## src/hw/strap_cfg.svh

```systemverilog
// Constants for the reset strap capture block.
// Assumes a single 10 MHz clock and a 32-bit APB register port.
`ifndef STRAP_CFG_SVH
`define STRAP_CFG_SVH

// ----------------------------------------------------------------------
// Timing
// ----------------------------------------------------------------------
`define CLK_PERIOD_NS      100
`define STRAP_REVERT_NS    400
`define STRAP_REVERT_CYC   ((`STRAP_REVERT_NS + `CLK_PERIOD_NS - 1) / `CLK_PERIOD_NS)

// ----------------------------------------------------------------------
// Strap pin positions
// ----------------------------------------------------------------------
`define PIN_BOOT_SRC       0
`define PIN_IRQ_EN         1
`define PIN_LINK_WIDTH     2
`define PIN_CFG_PERMIT     3
`define PIN_TEST_A         4
`define PIN_TEST_B         5
`define PIN_TEST_C         6
`define STRAP_PINS         7

// ----------------------------------------------------------------------
// Pull and drive masks, bit per strap pin
// ----------------------------------------------------------------------
`define PULLUP_IN_RESET    7'h70
`define PULLDN_IN_RESET    7'h0f
`define PULLUP_AFTER       7'h09
`define PULLDN_AFTER       7'h00
`define PULL_ID0_ONLY      7'h09
`define DRIVEN_AFTER       7'h76

// ----------------------------------------------------------------------
// Register map and fields
// ----------------------------------------------------------------------
`define OFS_STRAP_STATUS   12'h000
`define OFS_SYS_CFG        12'h004
`define OFS_SDRAM_CFG      12'h008
`define ST_STRAPS_LSB      0
`define ST_PHASE_LSB       8
`define ST_SYS_DONE        10
`define ST_SDRAM_DONE      11
`define SYS_CFG_RESET      32'h0000_0000
`define SDRAM_CFG_RESET    32'h0000_0000

`endif

```

## src/hw/strap_pkg.sv

```systemverilog
// Types shared by the strap capture block.
// Assumes strap_cfg.svh supplies the numeric constants.
package strap_pkg;

  // ----------------------------------------------------------------------
  // Capture phase
  // ----------------------------------------------------------------------
  typedef enum logic [1:0] {
    PH_RESET      = 2'b00,
    PH_LATCHED    = 2'b01,
    PH_FUNCTIONAL = 2'b10
  } strap_phase_e;

  // ----------------------------------------------------------------------
  // Decoded operating modes
  // ----------------------------------------------------------------------
  typedef struct packed {
    logic       boot_wait_external;
    logic       irq_lines_enabled;
    logic       irq_level_sensitive;
    logic       link_width_4bit;
    logic       config_always_writable;
    logic [2:0] test_mode;
  } strap_modes_s;

endpackage

```

## src/hw/reset_strap_capture.sv

```systemverilog
// Reset strap capture: latches strap pins after reset release, then hands
// the pins back to their normal function and exposes the modes over APB.
// Assumes strap and APB inputs synchronous to ref_clk; pad ring applies pulls.
`timescale 1ns/1ps
`include "strap_cfg.svh"
module reset_strap_capture
  import strap_pkg::*;
#(
  parameter int CFG_W = 32
) (
  input  wire logic                     ref_clk,
  input  wire logic                     rstn,
  // APB slave
  input  wire logic                     psel,
  input  wire logic                     penable,
  input  wire logic                     pwrite,
  input  wire logic [11:0]              paddr,
  input  wire logic [31:0]              pwdata,
  output logic                          pready,
  output logic [31:0]                   prdata,
  output logic                          pslverr,
  // Strap pins, pad side
  input  wire logic [`STRAP_PINS-1:0]   strap_pin_in,
  output logic      [`STRAP_PINS-1:0]   strap_pin_out,
  output logic      [`STRAP_PINS-1:0]   strap_pin_oe_n,
  output logic      [`STRAP_PINS-1:0]   pull_up_en,
  output logic      [`STRAP_PINS-1:0]   pull_dn_en,
  output logic      [`STRAP_PINS-1:0]   pull_id0_only,
  // Normal pin function, core side
  input  wire logic [`STRAP_PINS-1:0]   func_data,
  input  wire logic [`STRAP_PINS-1:0]   func_drive,
  output logic      [`STRAP_PINS-1:0]   func_in,
  // Modes and configuration
  output strap_modes_s                  modes,
  output logic                          boot_from_eprom,
  output logic                          pins_functional,
  output logic      [CFG_W-1:0]         system_config_reg,
  output logic      [CFG_W-1:0]         sdram_config_reg
);

  // ----------------------------------------------------------------------
  // Capture sequencing
  // ----------------------------------------------------------------------
  localparam logic [2:0] REVERT_CYC = 3'(`STRAP_REVERT_CYC);

  strap_phase_e            phase_reg,  phase_next;
  logic [2:0]              wait_reg,   wait_next;
  logic [`STRAP_PINS-1:0]  straps_reg, straps_next;

  always_comb begin
    phase_next  = phase_reg;
    wait_next   = wait_reg;
    straps_next = straps_reg;
    case (phase_reg)
      PH_RESET: begin
        // First edge after release; a port cannot feed an async reset
        straps_next = strap_pin_in;
        wait_next   = REVERT_CYC;
        phase_next  = PH_LATCHED;
      end
      PH_LATCHED: begin
        if (wait_reg <= 3'h1) begin
          phase_next = PH_FUNCTIONAL;
        end else begin
          wait_next = wait_reg - 3'h1;
        end
      end
      PH_FUNCTIONAL: begin
        phase_next = PH_FUNCTIONAL;
      end
      default: begin
        phase_next = PH_RESET;
      end
    endcase
  end

  always_ff @(posedge ref_clk or negedge rstn) begin
    if (!rstn) begin
      phase_reg  <= PH_RESET;
      wait_reg   <= 3'h0;
      straps_reg <= '0;
    end else begin
      phase_reg  <= phase_next;
      wait_reg   <= wait_next;
      straps_reg <= straps_next;
    end
  end

  // ----------------------------------------------------------------------
  // Pad control
  // ----------------------------------------------------------------------
  logic [`STRAP_PINS-1:0] pin_out_next, pin_oe_n_next, pu_next, pd_next, func_in_next;
  logic                   functional_next;

  always_comb begin
    functional_next = (phase_next == PH_FUNCTIONAL);
    func_in_next    = strap_pin_in;
    // Pins stay undriven until the revert wait ends
    if (functional_next) begin
      pu_next       = `PULLUP_AFTER;
      pd_next       = `PULLDN_AFTER;
      pin_out_next  = func_data;
      pin_oe_n_next = ~(func_drive & `DRIVEN_AFTER);
    end else begin
      pu_next       = `PULLUP_IN_RESET;
      pd_next       = `PULLDN_IN_RESET;
      pin_out_next  = '0;
      pin_oe_n_next = '1;
    end
  end

  always_ff @(posedge ref_clk or negedge rstn) begin
    if (!rstn) begin
      pull_up_en      <= `PULLUP_IN_RESET;
      pull_dn_en      <= `PULLDN_IN_RESET;
      pull_id0_only   <= `PULL_ID0_ONLY;
      strap_pin_out   <= '0;
      strap_pin_oe_n  <= '1;
      func_in         <= '0;
      pins_functional <= 1'b0;
    end else begin
      pull_up_en      <= pu_next;
      pull_dn_en      <= pd_next;
      pull_id0_only   <= `PULL_ID0_ONLY;
      strap_pin_out   <= pin_out_next;
      strap_pin_oe_n  <= pin_oe_n_next;
      func_in         <= func_in_next;
      pins_functional <= functional_next;
    end
  end

  // ----------------------------------------------------------------------
  // Mode decode
  // ----------------------------------------------------------------------
  strap_modes_s modes_next;

  always_comb begin
    modes_next.boot_wait_external     = straps_next[`PIN_BOOT_SRC];
    modes_next.irq_lines_enabled      = straps_next[`PIN_IRQ_EN];
    modes_next.irq_level_sensitive    = straps_next[`PIN_IRQ_EN];
    modes_next.link_width_4bit        = straps_next[`PIN_LINK_WIDTH];
    modes_next.config_always_writable = straps_next[`PIN_CFG_PERMIT];
    // Test straps are only reported; the reset pull-ups keep them high
    modes_next.test_mode = straps_next[`PIN_TEST_C:`PIN_TEST_A];
  end

  always_ff @(posedge ref_clk or negedge rstn) begin
    if (!rstn) begin
      modes           <= '0;
      boot_from_eprom <= 1'b0;
    end else begin
      modes           <= modes_next;
      // Held low in reset so nothing boots before the straps are known
      boot_from_eprom <= ~modes_next.boot_wait_external;
    end
  end

  // ----------------------------------------------------------------------
  // Write-once gates for the two configuration registers
  // ----------------------------------------------------------------------
  logic [1:0] cfg_wr_req, cfg_permit, cfg_written;

  for (genvar g = 0; g < 2; g++) begin : g_gate
    write_once_gate u_gate (
      .ref_clk         (ref_clk),
      .rstn            (rstn),
      .always_writable (modes.config_always_writable),
      .write_stb       (cfg_wr_req[g] & cfg_permit[g]),
      .permit          (cfg_permit[g]),
      .written         (cfg_written[g])
    );
  end

  // ----------------------------------------------------------------------
  // APB slave, one wait state
  // ----------------------------------------------------------------------
  logic             pready_next, pslverr_next, commit;
  logic [31:0]      prdata_next, status_word;
  logic [CFG_W-1:0] sys_next, sdram_next;
  logic             hit_status, hit_sys, hit_sdram;

  always_comb begin
    hit_status  = (paddr == `OFS_STRAP_STATUS);
    hit_sys     = (paddr == `OFS_SYS_CFG);
    hit_sdram   = (paddr == `OFS_SDRAM_CFG);
    commit      = psel & penable & pready;
    cfg_wr_req  = {commit & pwrite & hit_sdram, commit & pwrite & hit_sys};
    status_word = '0;
    status_word[`ST_STRAPS_LSB +: `STRAP_PINS] = straps_reg;
    status_word[`ST_PHASE_LSB +: 2]            = phase_reg;
    status_word[`ST_SYS_DONE]                  = cfg_written[0];
    status_word[`ST_SDRAM_DONE]                = cfg_written[1];
    pready_next  = 1'b0;
    pslverr_next = 1'b0;
    prdata_next  = '0;
    if (psel && penable && !pready) begin
      pready_next = 1'b1;
      if (hit_status) begin
        pslverr_next = pwrite;
        prdata_next  = status_word;
      end else if (hit_sys) begin
        // Refused writes flag an error and leave the register alone
        pslverr_next = pwrite & ~cfg_permit[0];
        prdata_next  = 32'(system_config_reg);
      end else if (hit_sdram) begin
        pslverr_next = pwrite & ~cfg_permit[1];
        prdata_next  = 32'(sdram_config_reg);
      end else begin
        pslverr_next = 1'b1;
      end
    end
    sys_next   = system_config_reg;
    sdram_next = sdram_config_reg;
    if (cfg_wr_req[0] && cfg_permit[0]) begin
      sys_next = pwdata[CFG_W-1:0];
    end
    if (cfg_wr_req[1] && cfg_permit[1]) begin
      sdram_next = pwdata[CFG_W-1:0];
    end
  end

  always_ff @(posedge ref_clk or negedge rstn) begin
    if (!rstn) begin
      pready            <= 1'b0;
      pslverr           <= 1'b0;
      prdata            <= '0;
      system_config_reg <= CFG_W'(`SYS_CFG_RESET);
      sdram_config_reg  <= CFG_W'(`SDRAM_CFG_RESET);
    end else begin
      pready            <= pready_next;
      pslverr           <= pslverr_next;
      prdata            <= prdata_next;
      system_config_reg <= sys_next;
      sdram_config_reg  <= sdram_next;
    end
  end

endmodule

```

## src/hw/write_once_gate.sv

```systemverilog
// Write permission for one configuration register.
// Assumes write strobes arrive one cycle wide, in the ref_clk domain.
`timescale 1ns/1ps
module write_once_gate (
  input  wire logic ref_clk,
  input  wire logic rstn,
  input  wire logic always_writable,
  input  wire logic write_stb,
  output logic      permit,
  output logic      written
);

  logic written_reg;
  logic written_next;

  always_comb begin
    written_next = written_reg | write_stb;
  end

  always_ff @(posedge ref_clk or negedge rstn) begin
    if (!rstn) begin
      written_reg <= 1'b0;
    end else begin
      written_reg <= written_next;
    end
  end

  // One shot per reset unless the strap frees it
  assign permit  = always_writable | ~written_reg;
  assign written = written_reg;

endmodule

```

## config.mk

```make
export PLATFORM = sky130hd
export DESIGN_NAME = reset_strap_capture
export DESIGN_NICKNAME = d
export VERILOG_FILES = /design/src/hw/strap_pkg.sv /design/src/hw/reset_strap_capture.sv /design/src/hw/write_once_gate.sv
export VERILOG_INCLUDE_DIRS = /design/src /design/src/hw
export SDC_FILE = /design/constraint.sdc
export NUM_CORES = 1
export LEC_CHECK = 0
export ABC_AREA = 1
export BUFFER_PORTS_ARGS = -buffer_cell sky130_fd_sc_hd__buf_2
export CAP_MARGIN = 5
export CORE_MARGIN = 4
export CORE_UTILIZATION = 43
export CTS_BUF_LIST = sky130_fd_sc_hd__clkbuf_4
export DETAILED_ROUTE_END_ITERATION = 16
export PLACE_DENSITY = 0.76
export SETUP_SLACK_MARGIN = 0.5
export SLEW_MARGIN = 40
export SYNTH_ARGS = -nofsm -noshare
export SYNTH_HDL_FRONTEND = slang
export SYNTH_SLANG_ARGS = --single-unit
```

## constraint.sdc

```tcl
create_clock -name ref_clk -period 2.86 [get_ports ref_clk]
set_input_delay 0.143 -clock ref_clk [delete_from_list [all_inputs] [get_ports ref_clk]]
set_output_delay 0.143 -clock ref_clk [all_outputs]
set_load 0.005 [all_outputs]
```

---- Yosys cells after proc, flatten, opt, wreduce, memory -nomap -nowiden ----
Index checks and enable logic that the tools add are counted.
word-level totals
  register bits ........................... 156
  logic and storage cells ................. 76
  output and inout bits ................... 150
  bits of input ports ..................... 70
cells by class
  reduce and logical (&&, ||, !) cells .... 9
  $lt $le $gt $ge ......................... 1
  mux-type cells .......................... 18
  add/subtract/negate cells ............... 1
  equality and inequality tests ........... 6
  bitwise gates (word level) .............. 19
operators by type and width
  kind                   number
  $mux W32               4
  $mux W7                4
  $eq A12 B3 Y1 const B  1
  $eq A12 B4 Y1 const B  1
  $logic_not A12 Y1      1
  $and A1 B1 Y1          9
  $not A7 Y7             1
  $pmux W2 S3            1
  $pmux W3 S2            1
  $mux W1                5
  $not A1 Y1             5
  $eq A2 B2 Y1 const B   2
  $logic_and A1 B1 Y1    4
  $mux W4                1
  $or A1 B1 Y1           4
  $le A3 B1 Y1 const B   1
  $mux W3                1
  $sub A3 B1 Y3 const B  1
  $eq A2 B1 Y1 const B   1
  $logic_not A2 Y1       1
  $mux W2                1
  $ne A2 B2 Y1 const B   1
  $reduce_and A2 Y1      1
  $reduce_bool A2 Y1     1
  $logic_not A1 Y1       1

---- Longest topological paths before layout ----
Gate-level depths: netlist of the first run.
  depth after elaboration ................. 8
  gate-level depth with buffers ........... 9

---- Cells and area by module ----
Synthesis of the first run repeated with hierarchy kept, for this count alone.
unflattened totals
  cell total of the unflattened synthesis .. 656
  area, all modules ....................... 5,849.4 sq um
modules (own cells, without submodules)
  module               instances  cells each  area each (sq um)
  reset_strap_capture  1          644         5,761.8
  write_once_gate      2          6           43.8

---- Worst setup path before layout of the first run ----
OpenSTA, ideal clock, no wires.
  path type ............................... reg2reg
  from .................................... reg wait_reg[0]
  to ...................................... reg pull_up_en[3]
  arrival ................................. 1,155 ps
  stages on the path, launching flop included .. 6
  clock period less this slack ............ 1,295 ps
  required time ........................... 2,721 ps
  setup slack ............................. 1,565 ps
  path through ............................ dfrtp_1 > ha_1 > o21ai_0 > nand2_1 > nand2_2 > inv_1
on the way
  longest elaborated chain between the ends .. 5
RTL lines
  element                 RTL line                    RTL
  start, declared         reset_strap_capture.sv:47   logic [2:0] wait_reg, wait_next;
  start signal, assigned  reset_strap_capture.sv:84   wait_reg <= wait_next;
  $le A3 B1 Y1            reset_strap_capture.sv:62   if (wait_reg <= 3'h1) begin
  $mux W2                 reset_strap_capture.sv:62
  $pmux W2 S3             reset_strap_capture.sv:54   case (phase_reg)
  $eq A2 B2 Y1            reset_strap_capture.sv:96   functional_next = (phase_next == PH_FUNCTIONAL);
  via functional_next     reset_strap_capture.sv:93   logic functional_next;
  $mux W7                 reset_strap_capture.sv:99   if (functional_next) begin
  end signal, assigned    reset_strap_capture.sv:114  pull_up_en <= `PULLUP_IN_RESET;
  end signal, assigned    reset_strap_capture.sv:122  pull_up_en <= pu_next;
  end, declared           reset_strap_capture.sv:26   output logic [`STRAP_PINS-1:0] pull_up_en,
The timed path passes the listed nets, and every way through them passes these cells.
A chain may end at the register's enable or synchronous reset.

---- Worst setup path after layout of the first run ----
  from .................................... reg pready
  to ...................................... reg system_config_reg[25]
on the way
  longest elaborated chain between the ends .. 4
RTL lines
  element                      RTL line                    RTL
  start, declared              reset_strap_capture.sv:19   output logic pready,
  start signal, assigned       reset_strap_capture.sv:230  pready <= pready_next;
  $and A1 B1 Y1                reset_strap_capture.sv:186  commit = psel & penable & pready;
  $and A1 B1 Y1 (2 in series)  reset_strap_capture.sv:187  cfg_wr_req = {commit & pwrite & hit_sdram, commit & pwrite & hit_sys};
  $logic_and A1 B1 Y1          reset_strap_capture.sv:214  if (cfg_wr_req[0] && cfg_permit[0]) begin
  end signal, assigned         reset_strap_capture.sv:227  system_config_reg <= CFG_W'(`SYS_CFG_RESET);
  end signal, assigned         reset_strap_capture.sv:233  system_config_reg <= sys_next;
  end, declared                reset_strap_capture.sv:37   output logic [CFG_W-1:0] system_config_reg,
No other way between the ends.

==> flow_summary.rst, run 1 <==
.. list-table::
   :header-rows: 1

   * - Metric
     - Value
   * - Outcome
     - finished clean
   * - P per Cell Area
     - 488 mW/mm^2
   * - WL/cell
     - approximately 15 um
   * - Worst EP required
     - roughly 3.3 ns
   * - Worst slew pin tran
     - 0.668 ns
   * - Portion of synthesized cell area occupied by the leading cell type
     - 54.0%
   * - Hold-fix buffers at CTS
     - 55
   * - Wire length of the first global-routing pass
     - between 20000 and 30000 um
   * - Pre-CTS setup slack
     - around 0.87 ns
   * - Max Fanout on Critical Path
     - 42
   * - Nets
     - 961
   * - Share of total power consumed by net switching
     - between 20% and 30%
   * - Number of hold violations in the final report
     - 0
   * - Class of the tightest hold or removal check
     - primary input to flop
   * - Clk sinks
     - about 130
   * - DRC Markers
     - 0
   * - Chip Height
     - 125 um
   * - Routability Congestion
     - 0.809
   * - Highest attainable clock frequency
     - 516 MHz
   * - DRC violation total after the first TritonRoute iteration
     - 300
   * - Area of the core
     - 0.0133 mm^2
   * - Width of the die
     - 125 um
   * - CTS root buffer
     - clkbuf_4
   * - Clock tree from TritonCTS
     - built
   * - Maximum count of clock buffers along a single path
     - 2
   * - Gate count of the mapped netlist
     - 648
   * - Startpoint of the worst-slack reg-to-reg timing path
     - pready
   * - Unrepaired setup endpoints after global routing
     - no
   * - Mean post-synth cell area
     - 9.15 um^2
   * - Final worst-path cycle share
     - 67.8%
   * - Worst setup margin
     - between 0.9 and 1 ns
   * - Fraction of power consumed by sequential logic
     - 50.0%
   * - I/O pin cnt
     - 220
   * - Finished layout cell area
     - 0.00789 mm^2
   * - Fraction of layout cells with a size suffix above 1
     - 32.2%
   * - Total global routing track utilization
     - 21.2%
   * - Power Internal
     - 3.00 mW
   * - Max capacitance violation total
     - 0
   * - Ratio of routed vias to standard cells
     - 4.87
   * - Sequential-to-total area share from yosys stat
     - 56.7%
   * - DP Wirelength
     - roughly 11000 um
   * - Drt pass-1 iters
     - 4
   * - Distinct cell type count of the synthesized netlist
     - 27
   * - Area delta synth->final
     - 33.0%
   * - Count of input and output buffers
     - roughly 200
   * - Total negative slack
     - 0 ns
   * - Initial cell density of the core
     - 44.4%
   * - Worst relative slew slack
     - ~55%
   * - Type of element capturing the critical path
     - flop
   * - Cell area after synthesis
     - between 0.005 and 0.006 mm^2
   * - Clock Pin Slew Worst Setup and Hold Paths
     - between 0.1 and 0.15 ns
   * - Most frequent standard cell in the layout excluding fill and tap cells
     - buf_2
   * - Post-CTS setup-driven buffer insertion count
     - 0
   * - Crit path launch type
     - flop
   * - Via count
     - approximately 5300
   * - DRT Wirelength
     - 16500 um
   * - Min Tclk post-route
     - 1.94 ns
   * - Total of flip-flops plus latches after synthesis
     - 134
   * - Antenna-violating nets left
     - 0
   * - Fraction of power consumed by combinational cells
     - about 6.9%
   * - Total leakage power
     - 4.26 nW
   * - Top post-synthesis cells by area
     - dfrtp_1 54%, nand2_1 10%, nand3_1 6.8%, inv_1 4.1%, buf_4 3.3%
   * - Kind of critical path
     - flop to flop
   * - Critical path origin
     - pready
   * - Maximum resistive drop on vdd
     - 268 uV
   * - Insertion delay to the later sink of the worst-skew pair
     - 0.54 ns
   * - Cts bufs inserted
     - 17
   * - Via count of the first global-routing pass
     - between 5000 and 6000
   * - Dominant cell type by area after synthesis
     - dfrtp_1
   * - Switching power total
     - 851 uW
   * - Count of final max-slew check failures
     - 0
   * - Cell area after placement
     - ~0.0069 mm^2
   * - # setup viols final
     - 0
   * - Overflow left after global routing
     - 0
   * - Setup slack on the worst flop-to-flop path
     - a little over 0.9 ns
   * - Number of instances resized during post-cts repair
     - 0
   * - Clock tree skew after final layout
     - 0.0133 ns
   * - Initial antenna violation count
     - 1
   * - Number of warning messages in the yosys log
     - 0
   * - Largest net degree at the start of global routing
     - 82
   * - Clk pwr share
     - 43.1%
   * - Top library cells by usage in the layout, fill and taps aside
     - 202 x buf_2, 157 x nand2_1, 128 x dfrtp_1, 80 x nand3_1, 65 x inv_1
   * - Placement row count
     - 42
   * - H-tree levels
     - 4
   * - Data arrival time at the worst-slack endpoint
     - approximately 2.3 ns
   * - Die ar.
     - around 0.016 mm^2
   * - Hold path startpoint
     - paddr[3]
-- critical path, cell delays in order (launching register included) --
cell and delay (ns):
dfrtp_1 0.38, nand4_1 0.21, nor2_1 0.27, nand3_4 0.33
buf_4 0.41, nand2_1 0.11, o21ai_1 0.08
-- worst paths after layout --
check                                                 to  cells after the start
worst max-delay path               system_config_reg[25]                      6
worst min-delay path                          prdata[11]                      4
worst max register to register     system_config_reg[25]                      6
worst min register to register  g_gate[1].u_gate.written                      2
max in group asynchronous              strap_pin_oe_n[2]                      3
min in group asynchronous           system_config_reg[5]                      2
-- layer usage --
layer  GRT usage (%)  vias to the layer above  wire [um]
met5               0                        -          0
met4            10.3                        0        564
met3            4.82                       52        881
met2            34.6                      199       8240
met1            26.7                     2477       6810
li1                -                     2530          -
-- synth_stat cells --
| cell | instances |
|---|---|
| buf_2 | 18 |
| nor2_4 | 1 |
| o21ai_1 | 12 |
| nand2_2 | 4 |
| nor3_4 | 1 |
| or2_2 | 1 |
| nand4_1 | 1 |
| o211ai_1 | 11 |
| conb_1 | 2 |
| clkbuf_1 | 9 |
| nor2_1 | 26 |
| nand3_2 | 1 |
| o22ai_1 | 1 |
| inv_2 | 2 |
| o21ai_0 | 9 |
| nand2_1 | 158 |
| buf_4 | 26 |
| inv_1 | 65 |
| nand3_1 | 81 |
| buf_6 | 9 |
| dfrtp_1 | 128 |
| nand3b_1 | 21 |
| a21oi_1 | 32 |
| dfstp_2 | 6 |
| nor2_2 | 1 |
| o21ai_2 | 20 |
| ha_1 | 2 |
-- cell families after synthesis --
family | after synthesis | share of synthesized area (%)
AOI/OAI and AO/OA | 85 | 8.93
DFF | 134 | 56.7
and+or+nand+nor | 296 | 22.5
buffers and inverters | 129 | 11.3
adders and majority gates | 2 | 0.422
other | 2 | 0.127
-- through the flow --
step | hold WS (ns) | power (mW) | util [%] | cells
final | 0.0800 | 3.85 | 59.1 | 1079
after CTS | 0.0392 | 3.89 | 59.0 | 1078
after global routing | 0.0358 | 4.00 | 59.1 | 1079
after global placement | 0.246 | 2.16 | 51.9 | 991
after detailed placement | 0.243 | 2.17 | 51.9 | 991
after floorplan | -0.153 | 2.04 | - | 660
-- power groups by stage --
stage	sequential (mW)	clock (mW)	combinational, mW
after floorplan	1.96	0	0.0781
after detailed placement	1.96	0	0.205
after global routing	1.93	1.78	0.296
after global placement	1.96	0	0.202
final	1.93	1.66	0.265
after CTS	1.92	1.70	0.264
-- cell type report --
type                       instances  area, um^2
antenna                            1        2.50
clock buffer                      18         135
clock inverter                    14         255
fill                            1166        5460
inverter                          67         251
multi-input combinational        397        1970
sequential                       134        3360
tap                              176         220
timing repair buffer             272        1690
Note: power is estimated with default switching activity, not from simulation.
==> inputs of run 2 (changes only) <==
ABC_AREA = 0   (was 1)
PLACE_DENSITY = 0.77   (was 0.76)
clock period = 1.8 ns   (was 2.86 ns; I/O delays follow)
==> run 2 against run 1 <==
Compared with the run above:
- die area fell by 7.1%
- total power rose by 52%
- first-iteration DRC count fell by 10%
- cell area rose by 5.6%
- via count fell by 15%
- clock power rose by 39%
- critical path depth did not move
- synthesized area fell by 7.6%
- sequential share of layout area fell by 2.2 points
- highest routed layer unchanged
==> flow_summary.rst, run 2 <==
.. list-table::
   :header-rows: 1

   * - Metric
     - Value
   * - Clock tree from TritonCTS
     - built (unchanged)
   * - Nets
     - 771 (was 961)
   * - Startpoint of the worst-slack reg-to-reg timing path
     - pready (unchanged)
   * - Total number of cells along the worst setup path
     - 6 (unchanged)
   * - Critical path's slowest cell
     - dfrtp_1 (was buf_4)
   * - Via count
     - 4463 (was 5258)
   * - Gate count of the mapped netlist
     - 407 (was 648)
   * - Count of cells along the worst register-to-register path
     - 6 (unchanged)
   * - Min Tclk post-route
     - 1.68 ns (was 1.94 ns)
   * - Worst hold slack across all endpoints
     - 0.0779 ns (was 0.0800 ns)
   * - Kind of critical path
     - flop to flop (unchanged)
   * - Cell area after synthesis
     - 0.00548 mm^2 (was 0.00593 mm^2)
   * - Flip-flop and latch area
     - 0.00336 mm^2 (about the same)
   * - Total global routing track utilization
     - 22.6% (was 21.2%)
   * - Area of the core
     - 0.0123 mm^2 (was 0.0133 mm^2)
   * - CP Cell Sequence
     - nand4_1, buf_6, nor4_4, buf_6, buf_12, mux2_2 (was nand4_1, nor2_1, nand3_4, buf_4, nand2_1, o21ai_1)
   * - Count of input and output buffers
     - 203 (unchanged)
   * - Die ar.
     - 0.0146 mm^2 (was 0.0157 mm^2)
   * - Critical path origin
     - pready (unchanged)
   * - Fraction of power consumed by sequential logic
     - 52.5% (was 50.0%)
   * - Most frequent standard cell in the layout excluding fill and tap cells
     - buf_2 (unchanged)
   * - # setup viols final
     - 0 (unchanged)
   * - Insertion delay to the later sink of the worst-skew pair
     - 0.55 ns (was 0.54 ns)
   * - Outcome
     - finished clean (unchanged)
   * - Data arrival time at the worst-slack endpoint
     - 2.11 ns (was 2.34 ns)
   * - Cts bufs inserted
     - 17 (unchanged)
   * - Routability Congestion
     - 0.738 (was 0.809)
   * - Finished layout cell area
     - 0.00833 mm^2 (was 0.00789 mm^2)
   * - Number of warning messages in the yosys log
     - 0 (unchanged)
   * - Crit path top cell by count
     - buf_6
   * - Ratio of routed vias to standard cells
     - 5.07 (was 4.87)
   * - Area of combinational cells with multiple inputs
     - 0.00219 mm^2 (was 0.00197 mm^2)
   * - Initial antenna violation count
     - 0 (was 1)
   * - Clk pwr share
     - 39.6% (was 43.1%)
   * - Width of the die
     - 121 um (was 125 um)
   * - Final Core Density
     - 67.9% (was 59.1%)
   * - Clk sinks
     - 134 (unchanged)
   * - Maximum resistive drop on vdd
     - 482 uV (was 268 uV)
   * - Number of hold violations in the final report
     - 0 (unchanged)
   * - Clock tree skew after final layout
     - 0.0260 ns (was 0.0133 ns)
   * - Highest attainable clock frequency
     - 596 MHz (was 516 MHz)
   * - Pre-CTS setup slack
     - -0.0502 ns (was 0.871 ns)
   * - Top post-synthesis cells by area
     - dfrtp_1 58%, mux2_2 8.4%, mux2_4 7.9%, a32oi_1 3.4%, buf_4 3.3% (was dfrtp_1 54%, nand2_1 10%, nand3_1 6.8%, inv_1 4.1%, buf_4 3.3%)
   * - Class of the tightest hold or removal check
     - primary input to flop (unchanged)
   * - Top library cells by usage in the layout, fill and taps aside
     - 196 x buf_2, 125 x dfrtp_1, 59 x dlygate4sd3_1, 36 x mux2_4 (was 202 x buf_2, 157 x nand2_1, 128 x dfrtp_1, 80 x nand3_1, 65 x inv_1)
   * - CTS root buffer
     - clkbuf_4 (unchanged)
   * - Initial cell density of the core
     - 44.7% (was 44.4%)
   * - Sequential-to-total area share from yosys stat
     - 61.3% (was 56.7%)
   * - H-tree levels
     - 4 (unchanged)
   * - P per Cell Area
     - 702 mW/mm^2 (was 488 mW/mm^2)
   * - Crit path launch type
     - flop (unchanged)
   * - Area delta synth->final
     - 51.9% (was 33.0%)
   * - Cell area after placement
     - 0.00666 mm^2 (was 0.00693 mm^2)
   * - Antenna-violating nets left
     - 0 (unchanged)
   * - Portion of synthesized cell area occupied by the leading cell type
     - 58.4% (was 54.0%)
   * - Largest net degree at the start of global routing
     - 73 (was 82)
   * - Commonest cells in the netlist
     - 128 x dfrtp_1, 45 x nor2_1, 41 x mux2_2 (was 158 x nand2_1, 128 x dfrtp_1, 81 x nand3_1)
   * - Largest delay contributor family on the critical path
     - buffers and inverters (was simple AND/OR/NAND/NOR gates)
   * - Maximum count of clock buffers along a single path
     - 2 (unchanged)
   * - Non-filler instance count after layout
     - 880 (was 1079)
   * - Switching power total
     - 1.32 mW (was 851 uW)
   * - Distinct cell type count of the synthesized netlist
     - 39 (was 27)
   * - Fraction of power consumed by combinational cells
     - 8.0% (was 6.9%)
   * - Via count of the first global-routing pass
     - 4767 (was 5008)
   * - Maximum cell stage delay along the critical path
     - 0.38 ns (was 0.41 ns)
   * - Share of total power consumed by net switching
     - 22.5% (was 22.1%)
   * - DRC violation total after the first TritonRoute iteration
     - 270 (was 300)
   * - Unrepaired setup endpoints after global routing
     - yes (was no)
   * - Pwr Total
     - 5.84 mW (was 3.85 mW)
   * - Type of element capturing the critical path
     - flop (unchanged)
   * - Async set-or-reset flop fraction in the synthesized netlist
     - 100% (unchanged)
   * - Worst setup margin
     - 0.123 ns (was 0.922 ns)
   * - Drt pass-1 iters
     - 4 (unchanged)
   * - Worst EP required
     - 2.24 ns (was 3.26 ns)
   * - Fillcell total
     - 847 (was 1166)
   * - DRC Markers
     - 0 (unchanged)
   * - I/O pin cnt
     - 220 (unchanged)
   * - Hold path startpoint
     - paddr[3] (unchanged)
   * - Number of cells in the design after placement
     - 757 (was 991)
   * - DRT Wirelength
     - 16800 um (was 16500 um)
   * - Power Internal
     - 4.53 mW (was 3.00 mW)
   * - Antenna cells
     - 0 (was 1)
   * - Overflow left after global routing
     - 0 (unchanged)
   * - Mean post-synth cell area
     - 13.5 um^2 (was 9.15 um^2)
   * - Chip Height
     - 121 um (was 125 um)
   * - DP Wirelength
     - 9730 um (was 10700 um)
   * - Fraction of layout cells with a size suffix above 1
     - 57.0% (was 32.2%)
   * - Hold-critical path depth
     - 4 (unchanged)
   * - Max capacitance violation total
     - 0 (unchanged)
   * - Max Fanout on Critical Path
     - 6 (was 42)
   * - Total of flip-flops plus latches after synthesis
     - 134 (unchanged)
   * - Total negative slack
     - 0 ns (unchanged)
   * - Final worst-path cycle share
     - 93.2% (was 67.8%)
   * - Total leakage power
     - 4.25 nW (was 4.26 nW)
   * - Most instantiated flip-flop cell in the synthesis netlist
     - dfrtp_1 (unchanged)
   * - Number of enable flip-flop cells after synthesis
     - 0 (unchanged)
   * - Number of buffer and inverter stages on the critical path
     - 3 (was 1)
   * - WL/cell
     - 19.1 um (was 15.3 um)
   * - Dominant cell type by area after synthesis
     - dfrtp_1 (unchanged)
   * - Placement row count
     - 40 (was 42)
   * - Clock Pin Slew Worst Setup and Hold Paths
     - 0.13 ns (was 0.11 ns)
   * - Wire length of the first global-routing pass
     - 25300 um (was 26400 um)
   * - Count of final max-slew check failures
     - 0 (unchanged)
   * - Library cell with the highest instance count after synthesis
     - dfrtp_1 (was nand2_1)
==> run 2: cell types whose count changed after synthesis, moves of 20 or more <==
cell	before	now
inv_1	65	12
a21oi_1	32	11
o21ai_2	20	0
nand3_1	81	0
nand2_1	158	15
a32oi_1	0	21
nand3b_1	21	1
mux2_4	0	29
mux2_2	0	41
==> run 2: cells by family (layout without fill, tap and decap cells) <==
logic type,count (synthesis),after routing,share of synthesized area [%]
buf+inv,61,349,6.42
other cells,2,14,0.137
simple gates,89,93,8.31
compound gates,47,48,6.62
fa+ha+maj,2,2,0.457
mux,72,72,16.7
flops,134,134,61.3
==> run 2: path summary, 6_finish.rpt <==
path,endpoint,slack (ns)
setup / recovery,system_config_reg[0],0.12
min in group asynchronous,strap_pin_out[2],0.09
hold reg to reg,boot_from_eprom,0.52
max in group asynchronous,straps_reg[3],1.35
hold / removal,pslverr,0.08
setup reg to reg,system_config_reg[0],0.12
==> run 2: tightest hold or removal path, delay by kind of cell <==
| kind | cells | cell delay [ns] |
|---|---|---|
| buf+inv | 2 | 0.33 |
| simple gates | 1 | 0.10 |
| compound gates | 1 | 0.09 |
==> run 2: final cells by class <==
type / instances / area share [%]
clock buffers: 19 / 1.71
clock inverters: 13 / 2.22
inverters: 13 / 0.586
multi-input cells: 229 / 26.4
flip-flops and latches: 134 / 40.4
well taps: 168 / 2.52
repair buffers: 304 / 26.2
==> run 2: routing by layer <==
| layer | vias up | GRT usage (%) | share of wire, % |
|---|---|---|---|
| met2 | 220 | 38.5 | 51 |
| met1 | 2227 | 26.4 | 40 |
| met4 | 0 | 10.2 | 2.6 |
| met3 | 35 | 6.43 | 6.4 |
| li1 | 1981 | - | - |
| met5 | - | 0 | 0 |
==> run 2: power by group through the flow <==
stage / sequential [mW] / combinational, mW / clock [mW]
after CTS: 3.06 / 0.425 / 2.36
after global placement: 3.12 / 0.294 / 0
after global routing: 3.07 / 0.505 / 2.53
after floorplan: 3.12 / 0.0989 / 0
after detailed placement: 3.12 / 0.304 / 0
final: 3.07 / 0.465 / 2.31
==> run 2: timing repair <==
action	in CTS	in global routing
resized for setup	41	41
hold buffers	59	0
endpoints found under the setup margin	109	135
hold endpoints to repair	234	0
pin swaps	12	13
cloned	7	3
setup buffers	14	8
